--- config.mk ---
export PLATFORM = sky130hd
export DESIGN_NAME = rtd_relay_timer
export DESIGN_NICKNAME = d
export VERILOG_FILES = /design/src/design/rtd_pkg.sv /design/src/design/rtd_relay_timer.sv /design/src/design/rtd_tick_gen.sv
export SDC_FILE = /design/constraint.sdc
export NUM_CORES = 1
export LEC_CHECK = 0
export BUFFER_PORTS_ARGS = -buffer_cell sky130_fd_sc_hd__clkbuf_2
export CORE_UTILIZATION = 37
export DETAILED_ROUTE_END_ITERATION = 8
export SLEW_MARGIN = 20
export SYNTH_ARGS = -nofsm -noshare
export SYNTH_HDL_FRONTEND = slang
export SYNTH_SLANG_ARGS = --single-unit
--- constraint.sdc ---
create_clock -name mclk -period 3.55 [get_ports mclk]
set_clock_uncertainty 0.2 [all_clocks]
set_input_delay 0.5325 -clock mclk [delete_from_list [all_inputs] [get_ports mclk]]
set_output_delay 0.5325 -clock mclk [all_outputs]
set_load 0.02 [all_outputs]
--- src/design/rtd_pkg.sv ---
// Constants and types shared by the relay timing controller.
// Assumes a single 125 MHz clock domain and synchronous inputs.
package rtd_pkg;

  // Clock figures.
  localparam int unsigned CLK_PERIOD_NS = 8;

  // Width of the delay value and timer, in timebase ticks.
  localparam int unsigned DELAY_W = 32;

  // Default timebase tick period in nanoseconds (one millisecond).
  localparam int unsigned TICK_NS = 1000000;
  // Clock cycles per tick, derived from the period and the clock rate.
  localparam int unsigned TICK_CYCLES = TICK_NS / CLK_PERIOD_NS;

  // Reset values.
  localparam logic [DELAY_W-1:0] TIMER_RESET = '0;
  localparam logic               CONTACT_SHELF = 1'b0;

  // Timing function selection.
  typedef enum logic {
    RTD_FUNC_INTERVAL,
    RTD_FUNC_OFF_DELAY
  } rtd_func_t;

  // Controller states.
  typedef enum logic [1:0] {
    RTD_SHELF,
    RTD_HOLD,
    RTD_TIMING
  } rtd_state_t;

endpackage

--- src/design/rtd_relay_timer.sv ---
// Relay timing controller: interval and trigger-released off-delay functions.
// Assumes power_on, gate_input and function_select are synchronous to mclk,
// and that delay_period is held steady while a delay runs.

// Summary of operation
// Interval: energize on power, start timing.
// Interval: timing starts with the contact change.
// Interval: contact drops when delay elapses.
// Interval: power loss drops contact at once.
// Interval: gate input is ignored.
// Off-delay: power must stay present throughout.
// Off-delay: gate closure energizes the contact.
// Off-delay: gate opening starts the delay.
// Off-delay: contact drops after undisturbed delay.
// Off-delay: closure during delay clears elapsed time.
// Next opening restarts the full delay.
// Contact never drops during a retrigger.
// Off-delay: power loss drops contact, abandons timing.
// Function select input and delay in ticks.
// Power return starts from shelf, timer cleared.
module rtd_relay_timer #(
  parameter int unsigned TICK_DIVIDE = rtd_pkg::TICK_CYCLES
) (
  input  wire logic                       mclk,
  input  wire logic                       rst_n,
  input  wire logic                       power_on,
  input  wire logic                       gate_input,
  input  wire rtd_pkg::rtd_func_t         function_select,
  input  wire logic [rtd_pkg::DELAY_W-1:0] delay_period,
  output logic                            load_contact,
  output logic                            timing_active
);
  import rtd_pkg::*;

  logic                rst_meta;
  logic                rst_sync_n;
  rtd_state_t          state;
  rtd_state_t          next_state;
  logic [DELAY_W-1:0]  elapsed;
  logic [DELAY_W-1:0]  next_elapsed;
  logic                next_contact;
  logic                power_prev;
  logic                restart;
  logic                tick;

  // Reset release passes through two flops; assertion stays asynchronous.
  always_ff @(posedge mclk or negedge rst_n) begin
    if (!rst_n) begin
      rst_meta   <= 1'b0;
      rst_sync_n <= 1'b0;
    end else begin
      rst_meta   <= 1'b1;
      rst_sync_n <= rst_meta;
    end
  end

  // The tick phase restarts whenever a delay starts, so a delay is never short.
  rtd_tick_gen #(
    .DIVIDE (TICK_DIVIDE)
  ) u_tick (
    .mclk    (mclk),
    .rst_n   (rst_sync_n),
    .restart (restart),
    .tick    (tick)
  );

  // Next state, elapsed time and contact drive.
  always_comb begin
    next_state   = state;
    next_elapsed = elapsed;
    restart      = 1'b0;
    if (!power_on) begin
      // power loss drops.
      // Dropping power abandons any timing in progress.
      next_state   = RTD_SHELF;
      next_elapsed = TIMER_RESET;
    end else begin
      unique case (state)
        RTD_SHELF: begin
          if (function_select == RTD_FUNC_INTERVAL) begin
            // start on power.
            // Only a fresh power application starts an interval; the
            // finished interval waits here until power is cycled.
            if (!power_prev) begin
              next_state   = RTD_TIMING;
              next_elapsed = TIMER_RESET;
              restart      = 1'b1;
            end
          end else if (gate_input) begin
            // gate closure energizes.
            next_state   = RTD_HOLD;
            next_elapsed = TIMER_RESET;
          end
        end
        RTD_HOLD: begin
          if (function_select == RTD_FUNC_INTERVAL) begin
            // A function change while held falls back to the shelf state.
            next_state = RTD_SHELF;
          end else if (!gate_input) begin
            // opening starts delay.
            next_state   = RTD_TIMING;
            next_elapsed = TIMER_RESET;
            restart      = 1'b1;
          end
        end
        RTD_TIMING: begin
          // gate ignored in interval.
          if (function_select == RTD_FUNC_OFF_DELAY && gate_input) begin
            // retrigger clears time.
            next_state   = RTD_HOLD;
            next_elapsed = TIMER_RESET;
          end else if (elapsed >= delay_period) begin
            // delay elapsed drops.
            next_state   = RTD_SHELF;
            next_elapsed = TIMER_RESET;
          end else if (tick) begin
            next_elapsed = elapsed + DELAY_W'(1);
          end
        end
        // The fourth state code is unused; recover to the shelf state.
        default: begin
          next_state   = RTD_SHELF;
          next_elapsed = TIMER_RESET;
        end
      endcase
    end
    // contact follows state.
    next_contact = (next_state != RTD_SHELF) ? 1'b1 : CONTACT_SHELF;
  end

  // registered state clears.
  // Registers only; power loss already forces the shelf state and a clear timer.
  always_ff @(posedge mclk or negedge rst_sync_n) begin
    if (!rst_sync_n) begin
      state         <= RTD_SHELF;
      elapsed       <= TIMER_RESET;
      load_contact  <= CONTACT_SHELF;
      power_prev    <= 1'b0;
      timing_active <= 1'b0;
    end else begin
      state         <= next_state;
      elapsed       <= next_elapsed;
      load_contact  <= next_contact;
      power_prev    <= power_on;
      timing_active <= (next_state == RTD_TIMING);
    end
  end

endmodule

--- src/design/rtd_tick_gen.sv ---
// Timebase tick generator for the relay timing controller.
// Assumes a synchronous reset-released clock domain; restart realigns the tick.
module rtd_tick_gen #(
  parameter int unsigned DIVIDE = rtd_pkg::TICK_CYCLES
) (
  input  wire logic mclk,
  input  wire logic rst_n,
  input  wire logic restart,
  output logic      tick
);
  import rtd_pkg::*;

  localparam int unsigned CW = (DIVIDE > 1) ? $clog2(DIVIDE) : 1;
  localparam logic [CW-1:0] LAST = CW'(DIVIDE - 1);

  logic [CW-1:0] count;
  logic [CW-1:0] next_count;
  logic          next_tick;

  // Count cycles; restarting keeps every delay a whole number of ticks long.
  always_comb begin
    next_count = count;
    next_tick  = 1'b0;
    if (restart) begin
      next_count = '0;
    end else if (count == LAST) begin
      next_count = '0;
      next_tick  = 1'b1;
    end else begin
      next_count = count + CW'(1);
    end
  end

  always_ff @(posedge mclk or negedge rst_n) begin
    if (!rst_n) begin
      count <= '0;
      tick  <= 1'b0;
    end else begin
      count <= next_count;
      tick  <= next_tick;
    end
  end

endmodule

==> results of run 1 <==
## worst reg2reg max path, stage by stage (launching register included)
cell     delay [ns]
dfrtp_1        0.42
ha_1           0.35
nand4_1        0.25
nor4_2         0.62
o21ai_4        0.27
and2_1         0.36
or3_1          0.35
## power by group through the flow
stage | sequential [mW] | clock, mW | combinational (mW)
5_1_grt | 0.725 | 0.585 | 0.199
4_1_cts | 0.719 | 0.554 | 0.177
6_report | 0.717 | 0.535 | 0.173
3_3_place_gp | 0.729 | 0 | 0.168
2_1_floorplan | 0.726 | 0 | 0.119
3_5_place_dp | 0.730 | 0 | 0.175
## area by class of cell
cell class                 instances  area (sq um)
tap                              136           170
sequential                        57          1430
fill                            1028          5940
multi-input combinational        328          2230
clock buffer                      13           159
inverter                          47           176
timing repair buffer              45           245
clock inverter                     3          15.0
## per-layer routing
metal,GRT usage,up-vias,share of wire,wire (microns)
li1,-,1687,-,-
met1,0.204,1611,0.46,4010
met2,0.300,82,0.48,4200
met3,0.0495,15,0.045,389
met4,0.0352,0,0.012,106
met5,0,-,0,0
## cell usage in the layout, fill, tap and decap left out, types with 11 or more instances in the layout
cell type,count
dfrtp_1,56
nand2_1,49
inv_1,47
clkbuf_2,38
nor2_1,36
ha_1,34
nand3_1,31
nand4_1,19
o21ai_0,13
nor3_1,12
a21oi_1,12
o211ai_1,11
clkbuf_8,11
## how the worst min path moves through the flow
stage               slack [ns]              endpoint
detailed placement        0.12    rst_meta$_DFF_PN0_
floorplan                 0.04    rst_meta$_DFF_PN0_
global route              0.14  power_prev$_DFF_PN0_
CTS                       0.15  power_prev$_DFF_PN0_
global placement          0.12    rst_meta$_DFF_PN0_
finish                    0.16  rst_sync_n$_DFF_PN0_
## cells in the mapped netlist (all sizes together) (4+ instances only)
cell,count
nor2,36
a22o,5
xor2,8
nor4,5
nor3,12
ha,34
nand4,19
buf,11
and3,4
a221o,4
a21oi,14
a31oi,8
and4,4
clkbuf,4
o21ai,15
o22ai,6
dfrtp,57
inv,47
o211ai,11
nand3,33
or3,8
a31o,5
nand2,50
xnor2,7
or2,5
## sequential cells by signal (all words and copies together), names as in the netlist
name,count
state,2
u_tick.count,17
load_contact,1
u_tick.tick,1
timing_active,1
rst_meta,1
elapsed,32
rst_sync_n,1
power_prev,1
## through the flow
step | cells | cell area (sq um) | hold WS [ns] | util
floorplan | 447 | 3960 | 0.0369 | -
global placement | 612 | 4240 | 0.118 | 0.409
detailed placement | 612 | 4240 | 0.119 | 0.409
CTS | 629 | 4430 | 0.151 | 0.427
global route | 629 | 4430 | 0.145 | 0.427
finish | 629 | 4430 | 0.157 | 0.427
## cells by family after synthesis
family	Yosys count	share of synthesized area
simple gates	193	0.259
fa+ha+maj	34	0.107
other cells	1	0.000947
compound gates	85	0.162
buf+inv	62	0.0771
flops	57	0.360
xor+xnor	15	0.0332
## timing repair
action / 4_1_cts / 5_1_grt
endpoints found under the hold margin: 2 / 0
gates resized for setup: 0 / 0
hold buffers: 1 / 0
==> flow_metrics.tcl, run 1 <==
set metrics [dict create \
    clock_latency_ns 0.33 \
    maxCapViolCount 0 \
    critical_path_class "reg2reg" \
    die_w_microns 105 \
    synthToLayoutAreaGrowth_pct 11.9 \
    reg2reg_from "elapsed[30]$_DFFE_PN0P_" \
    ys_types 60 \
    min_path_cells 0 \
    synth_top_cell_by_area "dfrtp_1" \
    syn_nets 518 \
    postRouteWirelength_microns 8710 \
    crit_chain "ha_1 -> nand4_1 -> nor4_2 -> o21ai_4 -> and2_1 -> or3_1" \
    power.internal_mw 1.04 \
    antenna_left 0 \
    cp-end-kind "flop" \
    cts_root_buf "clkbuf_8" \
    netSwitchingFraction 0.267 \
    row_count 37 \
    dr.pass1.iters 5 \
    start_util 0.382 \
    async_reset_ff_frac 1.00 \
    ys_warn_count 0 \
    finalHoldViolCount 0 \
    netlist.area_leader.share 0.360 \
    ys_seq_area_frac 0.360 \
    synth.area.top_cells "dfrtp_1 36%, ha_1 11%, nand2_1 4.6%, inv_1 4.5%, nand3_1 3.9%" \
    crit_path_start "elapsed[30]$_DFFE_PN0P_" \
    synth_seq_cells 57 \
    rrSetupSlack_ns 0.59 \
    layout.nets 559 \
    worst_pin_slew_ns 0.873 \
    core_region_area_sq_um 10400 \
    post-route-drc-count 0 \
    tritoncts "built" \
    drive_gt1_frac 0.162 \
    htree_num_levels 3 \
    comb_power_share 0.121 \
    finalMaxSlewViolations 0 \
    relSlewSlack 0.418 \
    hp-class "reg2reg" \
    p_leak_nw 2.02 \
    syn_inst 447 \
    outcome "finished clean" \
    power_mw 1.43 \
    antenna_cells 0 \
    cp_top_family "simple AND/OR/NAND/NOR gates" \
    tns_ns 0 \
    cpPeakStageDelay_ns 0.62 \
    io_pins 39 \
    post-place-ws_ns 0.328 \
    power.density_nw_per_um2 322 \
    setup_ws_ns 0.595 \
    syn-cell-area_sq_um 3960 \
    grt_max_degree 40 \
    worst-path-buf-inv 0 \
    crit_slowest_cell "nor4_2" \
    setup_viol 0 \
    hp-start "rst_meta$_DFF_PN0_" \
    die_h_microns 105 \
    grt_pass1_wl_microns 15200 \
    post_drt_wl_per_cell_microns 13.8 \
    clk_path_buf_depth 2 \
    place_congestion 0.770 \
    dp_hpwl_microns 6350 \
    finalCriticalPeriod_ns 2.96 \
    power_frac_clock 0.375 \
    pwr-share-seq 0.503 \
    rsz0062_at_grt "no" \
    synth_edf_count 0 \
    period_share 0.832 \
    dieArea_sq_um 11100 \
    r2r_cells 6 \
    worstSetupPathDepth 6 \
    cp-start-kind "flop" \
    max_clock_freq_ghz 0.338 \
    grt_antenna_before_repair 0 \
    p_sw_mw 0.381 \
    crit_fanout 16 \
    r2r_end "load_contact$_DFF_PN0_" \
    crit_arrival_ns 2.96 \
    clk_pin_slew_ns 0.06 \
    via_per_inst 5.40 \
    peakVddDrop_mv 0.273 \
    clock_sinks 57 \
    avgSynthCellArea_sq_um 8.86 \
    required_ns 3.56 \
    drt_first_iter_violations 149 \
    track_usage 0.170 \
    cts_inserted_buffers 9 \
    ys.flop_type "dfrtp_1" \
    postCtsSetupBuffers 0 \
    grt-ovfl-total 0 \
    port_buffers 38 \
    vias 3395 \
    grt_pass1_vias 3361 \
    critPathCapture "load_contact$_DFF_PN0_" \
]
Power figures use the tool's default switching activity.
==> run 2, diff against run 1 <==
Clock period 3.55 ns to 3.1 ns, I/O delays scaled along.
==> run 2 against run 1 <==
  * Combinational power up 21%
  * Core utilization grew 0.81 points
  * Maximum frequency rose by 6.0%
  * Final cell count up 0.79%
  * Sequential power up 13%
  * Highest routed layer unchanged
==> flow_metrics.tcl, run 2 (synthesized netlist as in run 1, its figures left out) <==
set metrics [dict create \
    outcome "finished clean" \
    setup_ws_ns 0.311 \
    place_congestion 0.776 \
    port_buffers 38 \
    core_region_area_sq_um 10400 \
    finalHoldViolCount 0 \
    required_ns 3.13 \
    grt_pass1_wl_microns 15700 \
    tritoncts "built" \
    crit_slowest_cell "nor4_2" \
    finalCriticalPeriod_ns 2.79 \
    clock_latency_ns 0.34 \
    placed_area_sq_um 4270 \
    cts_resized 0 \
    htree_num_levels 3 \
    peakVddDrop_mv 0.343 \
    period_share 0.900 \
    post_drt_wl_per_cell_microns 13.8 \
    cts_inserted_buffers 9 \
    finalMaxSlewViolations 0 \
    die_h_microns 105 \
    dp_hpwl_microns 6560 \
    drt_first_iter_violations 150 \
    track_usage 0.175 \
    die_w_microns 105 \
    cpPeakStageDelay_ns 0.58 \
    row_count 37 \
    start_util 0.382 \
    layout_commonest_cell "dfrtp_1" \
    relSlewSlack 0.544 \
    hp-class "reg2async" \
    antenna_left 0 \
    io_pins 39 \
    dr.pass1.iters 4 \
    cts_root_buf "clkbuf_8" \
    postRouteWirelength_microns 8770 \
    drive_gt1_frac 0.173 \
    layout.nets 564 \
    largest_register "elapsed" \
    final_cell_mix "56 x dfrtp_1, 49 x nand2_1, 47 x inv_1" \
    postCtsSetupBuffers 0 \
    synthToLayoutAreaGrowth_pct 14.0 \
    crit_chain "ha_1 -> nand4_1 -> nor4_2 -> o21ai_4 -> buf_4 -> a31o_2 -> a22o_1" \
    dieArea_sq_um 11100 \
    post-route-drc-count 0 \
    crit_arrival_ns 2.82 \
    cp-start-kind "flop" \
    largestRegisters "elapsed: 32 flops, u_tick.count: 17 flops, state: 2 flops" \
    vias 3344 \
    crit_fanout 12 \
    largest_register_ffs 32 \
    max_clock_freq_ghz 0.359 \
    critical_path_class "reg2reg" \
    antenna_cells 0 \
    setup_viol 0 \
    via_per_inst 5.27 \
    grt_pass1_vias 3429 \
    tns_ns 0 \
    grt_antenna_before_repair 0 \
    grt_max_degree 28 \
    clock_sinks 57 \
    nFillCells 1046 \
    clk_path_buf_depth 2 \
    worst_pin_slew_ns 0.684 \
    grt-ovfl-total 0 \
    clk_pin_slew_ns 0.07 \
    final_cell_area_sq_um 4510 \
    maxCapViolCount 0 \
    power.density_nw_per_um2 396 \
    cp-end-kind "flop" \
    rsz0062_at_grt "no" \
    p_leak_nw 2.06 \
    post-place-ws_ns 0.155 \
]
==> run 2: power by group <==
part           total (mW)  switching (mW)  internal [mW]
clock network       0.768           0.316          0.452
logic               0.209           0.120         0.0882
registers           0.812          0.0329          0.779
==> run 2: repair_timing <==
item | 4_1_cts | 5_1_grt
endpoints found under the setup margin | 0 | 0
endpoints found under the hold margin | 9 | 0
hold buffers | 2 | 0
==> run 2: path summary, 6_finish.rpt <==
| kind | from | end | slack [ns] | cells after the start |
|---|---|---|---|---|
| min in group mclk | power_on | power_prev$_DFF_PN0_ | 0.09 | 1 |
| worst max-delay path | elapsed[30]$_DFFE_PN0P_ | elapsed[0]$_DFFE_PN0P_ | 0.31 | 7 |
| worst max register to register | elapsed[30]$_DFFE_PN0P_ | elapsed[0]$_DFFE_PN0P_ | 0.31 | 7 |
| max in group asynchronous | rst_sync_n$_DFF_PN0_ | u_tick.count[8]$_DFF_PN0_ | 1.91 | 1 |
| worst min-delay path | rst_sync_n$_DFF_PN0_ | u_tick.count[5]$_DFF_PN0_ | 0.09 | 1 |
| worst min register to register | rst_sync_n$_DFF_PN0_ | u_tick.count[5]$_DFF_PN0_ | 0.09 | 1 |
==> run 2: metrics by stage <==
stage               power [mW]  cells  utilization  hold WS (ns)
global placement          1.03    616        0.412       -0.0898
CTS                       1.81    634        0.435        0.0735
global route              1.89    634        0.435        0.0836
finish                    1.79    634        0.435        0.0869
floorplan                0.967    447            -       -0.0306
detailed placement        1.04    616        0.412       -0.0849
==> run 2: layout make-up <==
cell class              count  area (sq um)  share of cell area
repair buffers             50           285              0.0632
inverters                  47           176              0.0391
clock buffers               9           124              0.0275
well taps                 136           170              0.0377
flip-flops and latches     57          1430               0.316
clock inverters             7          93.8              0.0208
multi-input cells         328          2230               0.495
==> run 2: routing by layer <==
layer	wire (microns)	vias to the layer above	track usage
met4	92	0	0.0483
met3	295	9	0.0371
met1	3940	1584	0.213
li1	-	1703	-
met2	4450	48	0.310
met5	0	-	0
==> run 2: worst max-delay path, delay by kind of cell (launching register included) <==
family | cells | cell delay, ns
flip-flops | 1 | 0.42
AO/OA/AOI/OAI | 3 | 0.70
adder cells (fa/ha/maj) | 1 | 0.35
AND/OR/NAND/NOR | 2 | 0.79
buffers and inverters | 1 | 0.22
==> run 3, diff against run 2 <==
Settings changed: CELL_PAD_IN_SITES_DETAIL_PLACEMENT set to 0, CELL_PAD_IN_SITES_GLOBAL_PLACEMENT set to 1, PLACE_DENSITY_LB_ADDON set to 0.1.
==> run 3 against run 2 <==
  * Non-clock buffer count decreased by 2
  * Via count increased by 0.78%
  * Highest routed layer unchanged
  * Clock power increased by 13%
  * Critical endpoint is now elapsed[15]$_DFFE_PN0P_
==> flow_metrics.tcl, run 3 (synthesized netlist as in run 1, its figures left out) <==
set metrics [dict create \
    grt_pass1_wl_microns 16400 \
    power.internal_mw 1.42 \
    finalCriticalPeriod_ns 2.85 \
    row_count 37 \
    required_ns 3.12 \
    outcome "finished clean" \
    cp-end-kind "flop" \
    grt-ovfl-total 0 \
    drt_first_iter_violations 168 \
    comb_power_share 0.111 \
    r2r_cells 6 \
    setup_ws_ns 0.247 \
    setup_viol 0 \
    place_inst 615 \
    post-route-drc-count 0 \
    cp_top_family "simple AND/OR/NAND/NOR gates" \
    die_h_microns 105 \
    grt_max_degree 35 \
    crit_chain "ha_1 -> nand4_1 -> nor4_2 -> o21ai_4 -> and2_1 -> a221o_1" \
    largest_register "elapsed" \
    core_region_area_sq_um 10400 \
    crit_fanout 10 \
    whs_ns 0.0528 \
    start_util 0.382 \
    post-place-ws_ns 0.0802 \
    grt_pass1_vias 3350 \
    clock_latency_ns 0.34 \
    power_mw 1.89 \
    largestRegisters "elapsed: 32 flops, u_tick.count: 17 flops, state: 2 flops" \
    post_drt_wl_per_cell_microns 14.8 \
    htree_num_levels 3 \
    largest_register_ffs 32 \
    layout.nets 562 \
    cpPeakStageDelay_ns 0.71 \
    final_cell_mix "56 x dfrtp_1, 49 x nand2_1, 47 x inv_1" \
    port_buffers 38 \
    place_congestion 0.789 \
    antenna_cells 0 \
    p_sw_mw 0.468 \
    cp-start-kind "flop" \
    cts_root_buf "clkbuf_8" \
    placed_area_sq_um 4290 \
    multiInputGateArea_sq_um 2230 \
    clk_path_buf_depth 2 \
    finalHoldViolCount 0 \
    synthToLayoutAreaGrowth_pct 14.8 \
    rsz0062_at_grt "no" \
    reg2reg_from "elapsed[30]$_DFFE_PN0P_" \
    tns_ns 0 \
    drive_gt1_frac 0.169 \
    layout_commonest_cell "dfrtp_1" \
    critical_path_class "reg2reg" \
    track_usage 0.188 \
    netSwitchingFraction 0.248 \
    layout.cells.non_filler 632 \
    vias 3370 \
    post-route-util 0.438 \
    clock_sinks 57 \
    power.density_nw_per_um2 416 \
    pwr-share-seq 0.432 \
    dp_hpwl_microns 6900 \
    postCtsSetupBuffers 0 \
    grt_antenna_before_repair 0 \
    dr.pass1.iters 4 \
    antenna_left 0 \
    postRouteWirelength_microns 9360 \
    period_share 0.920 \
    worst-path-buf-inv 0 \
    finalMaxSlewViolations 0 \
    tritoncts "built" \
    die_w_microns 105 \
    dieArea_sq_um 11100 \
    peakVddDrop_mv 0.394 \
    worst_pin_slew_ns 0.715 \
    maxCapViolCount 0 \
    r2r_end "elapsed[15]$_DFFE_PN0P_" \
    cts_inserted_buffers 9 \
    rrSetupSlack_ns 0.25 \
    via_per_inst 5.33 \
    regArea_sq_um 1430 \
    final_cell_area_sq_um 4550 \
    io_pins 39 \
    worstSetupPathDepth 6 \
    crit_arrival_ns 2.87 \
    hp-class "reg2async" \
    relSlewSlack 0.523 \
    p_leak_nw 2.07 \
    max_clock_freq_ghz 0.350 \
    crit_slowest_cell "nor4_2" \
    power_frac_clock 0.457 \
    nFillCells 1054 \
    clk_pin_slew_ns 0.07 \
]
-- run 3: worst max path at each step --
stage | slack [ns] | end | start
global route | 0.07 | elapsed[26]$_DFFE_PN0P_ | elapsed[30]$_DFFE_PN0P_
finish | 0.25 | elapsed[15]$_DFFE_PN0P_ | elapsed[30]$_DFFE_PN0P_
floorplan | 0.60 | elapsed[27]$_DFFE_PN0P_ | delay_period[30]
global placement | 0.16 | elapsed[15]$_DFFE_PN0P_ | delay_period[30]
CTS | 0.22 | elapsed[15]$_DFFE_PN0P_ | elapsed[30]$_DFFE_PN0P_
detailed placement | 0.08 | elapsed[0]$_DFFE_PN0P_ | delay_period[30]
-- run 3: area by class of cell --
cell class	count	area share
clock buffers	11	0.0311
clock inverters	5	0.0226
inverters	47	0.0388
multi-input cells	328	0.492
flip-flops and latches	57	0.314
well taps	136	0.0374
repair buffers	48	0.0644
-- run 3: repair_timing --
action	in CTS	in global routing
hold buffers	1	0
hold endpoints to repair	2	0
gates resized for setup	0	0
-- run 3: per-layer routing --
layer / track usage / part of all wire / vias to the layer above
met5: 0 / 0 / -
met4: 0.0714 / 0.025 / 0
met3: 0.0458 / 0.039 / 17
met2: 0.303 / 0.47 / 65
met1: 0.242 / 0.47 / 1579
li1: - / - / 1709
-- run 3: power by group through the flow --
| stage | sequential (mW) | combinational [mW] | clock [mW] |
|---|---|---|---|
| CTS | 0.818 | 0.211 | 0.893 |
| global route | 0.826 | 0.240 | 0.918 |
| finish | 0.818 | 0.209 | 0.865 |
| global placement | 0.832 | 0.205 | 0 |
| detailed placement | 0.833 | 0.208 | 0 |
| floorplan | 0.831 | 0.136 | 0 |
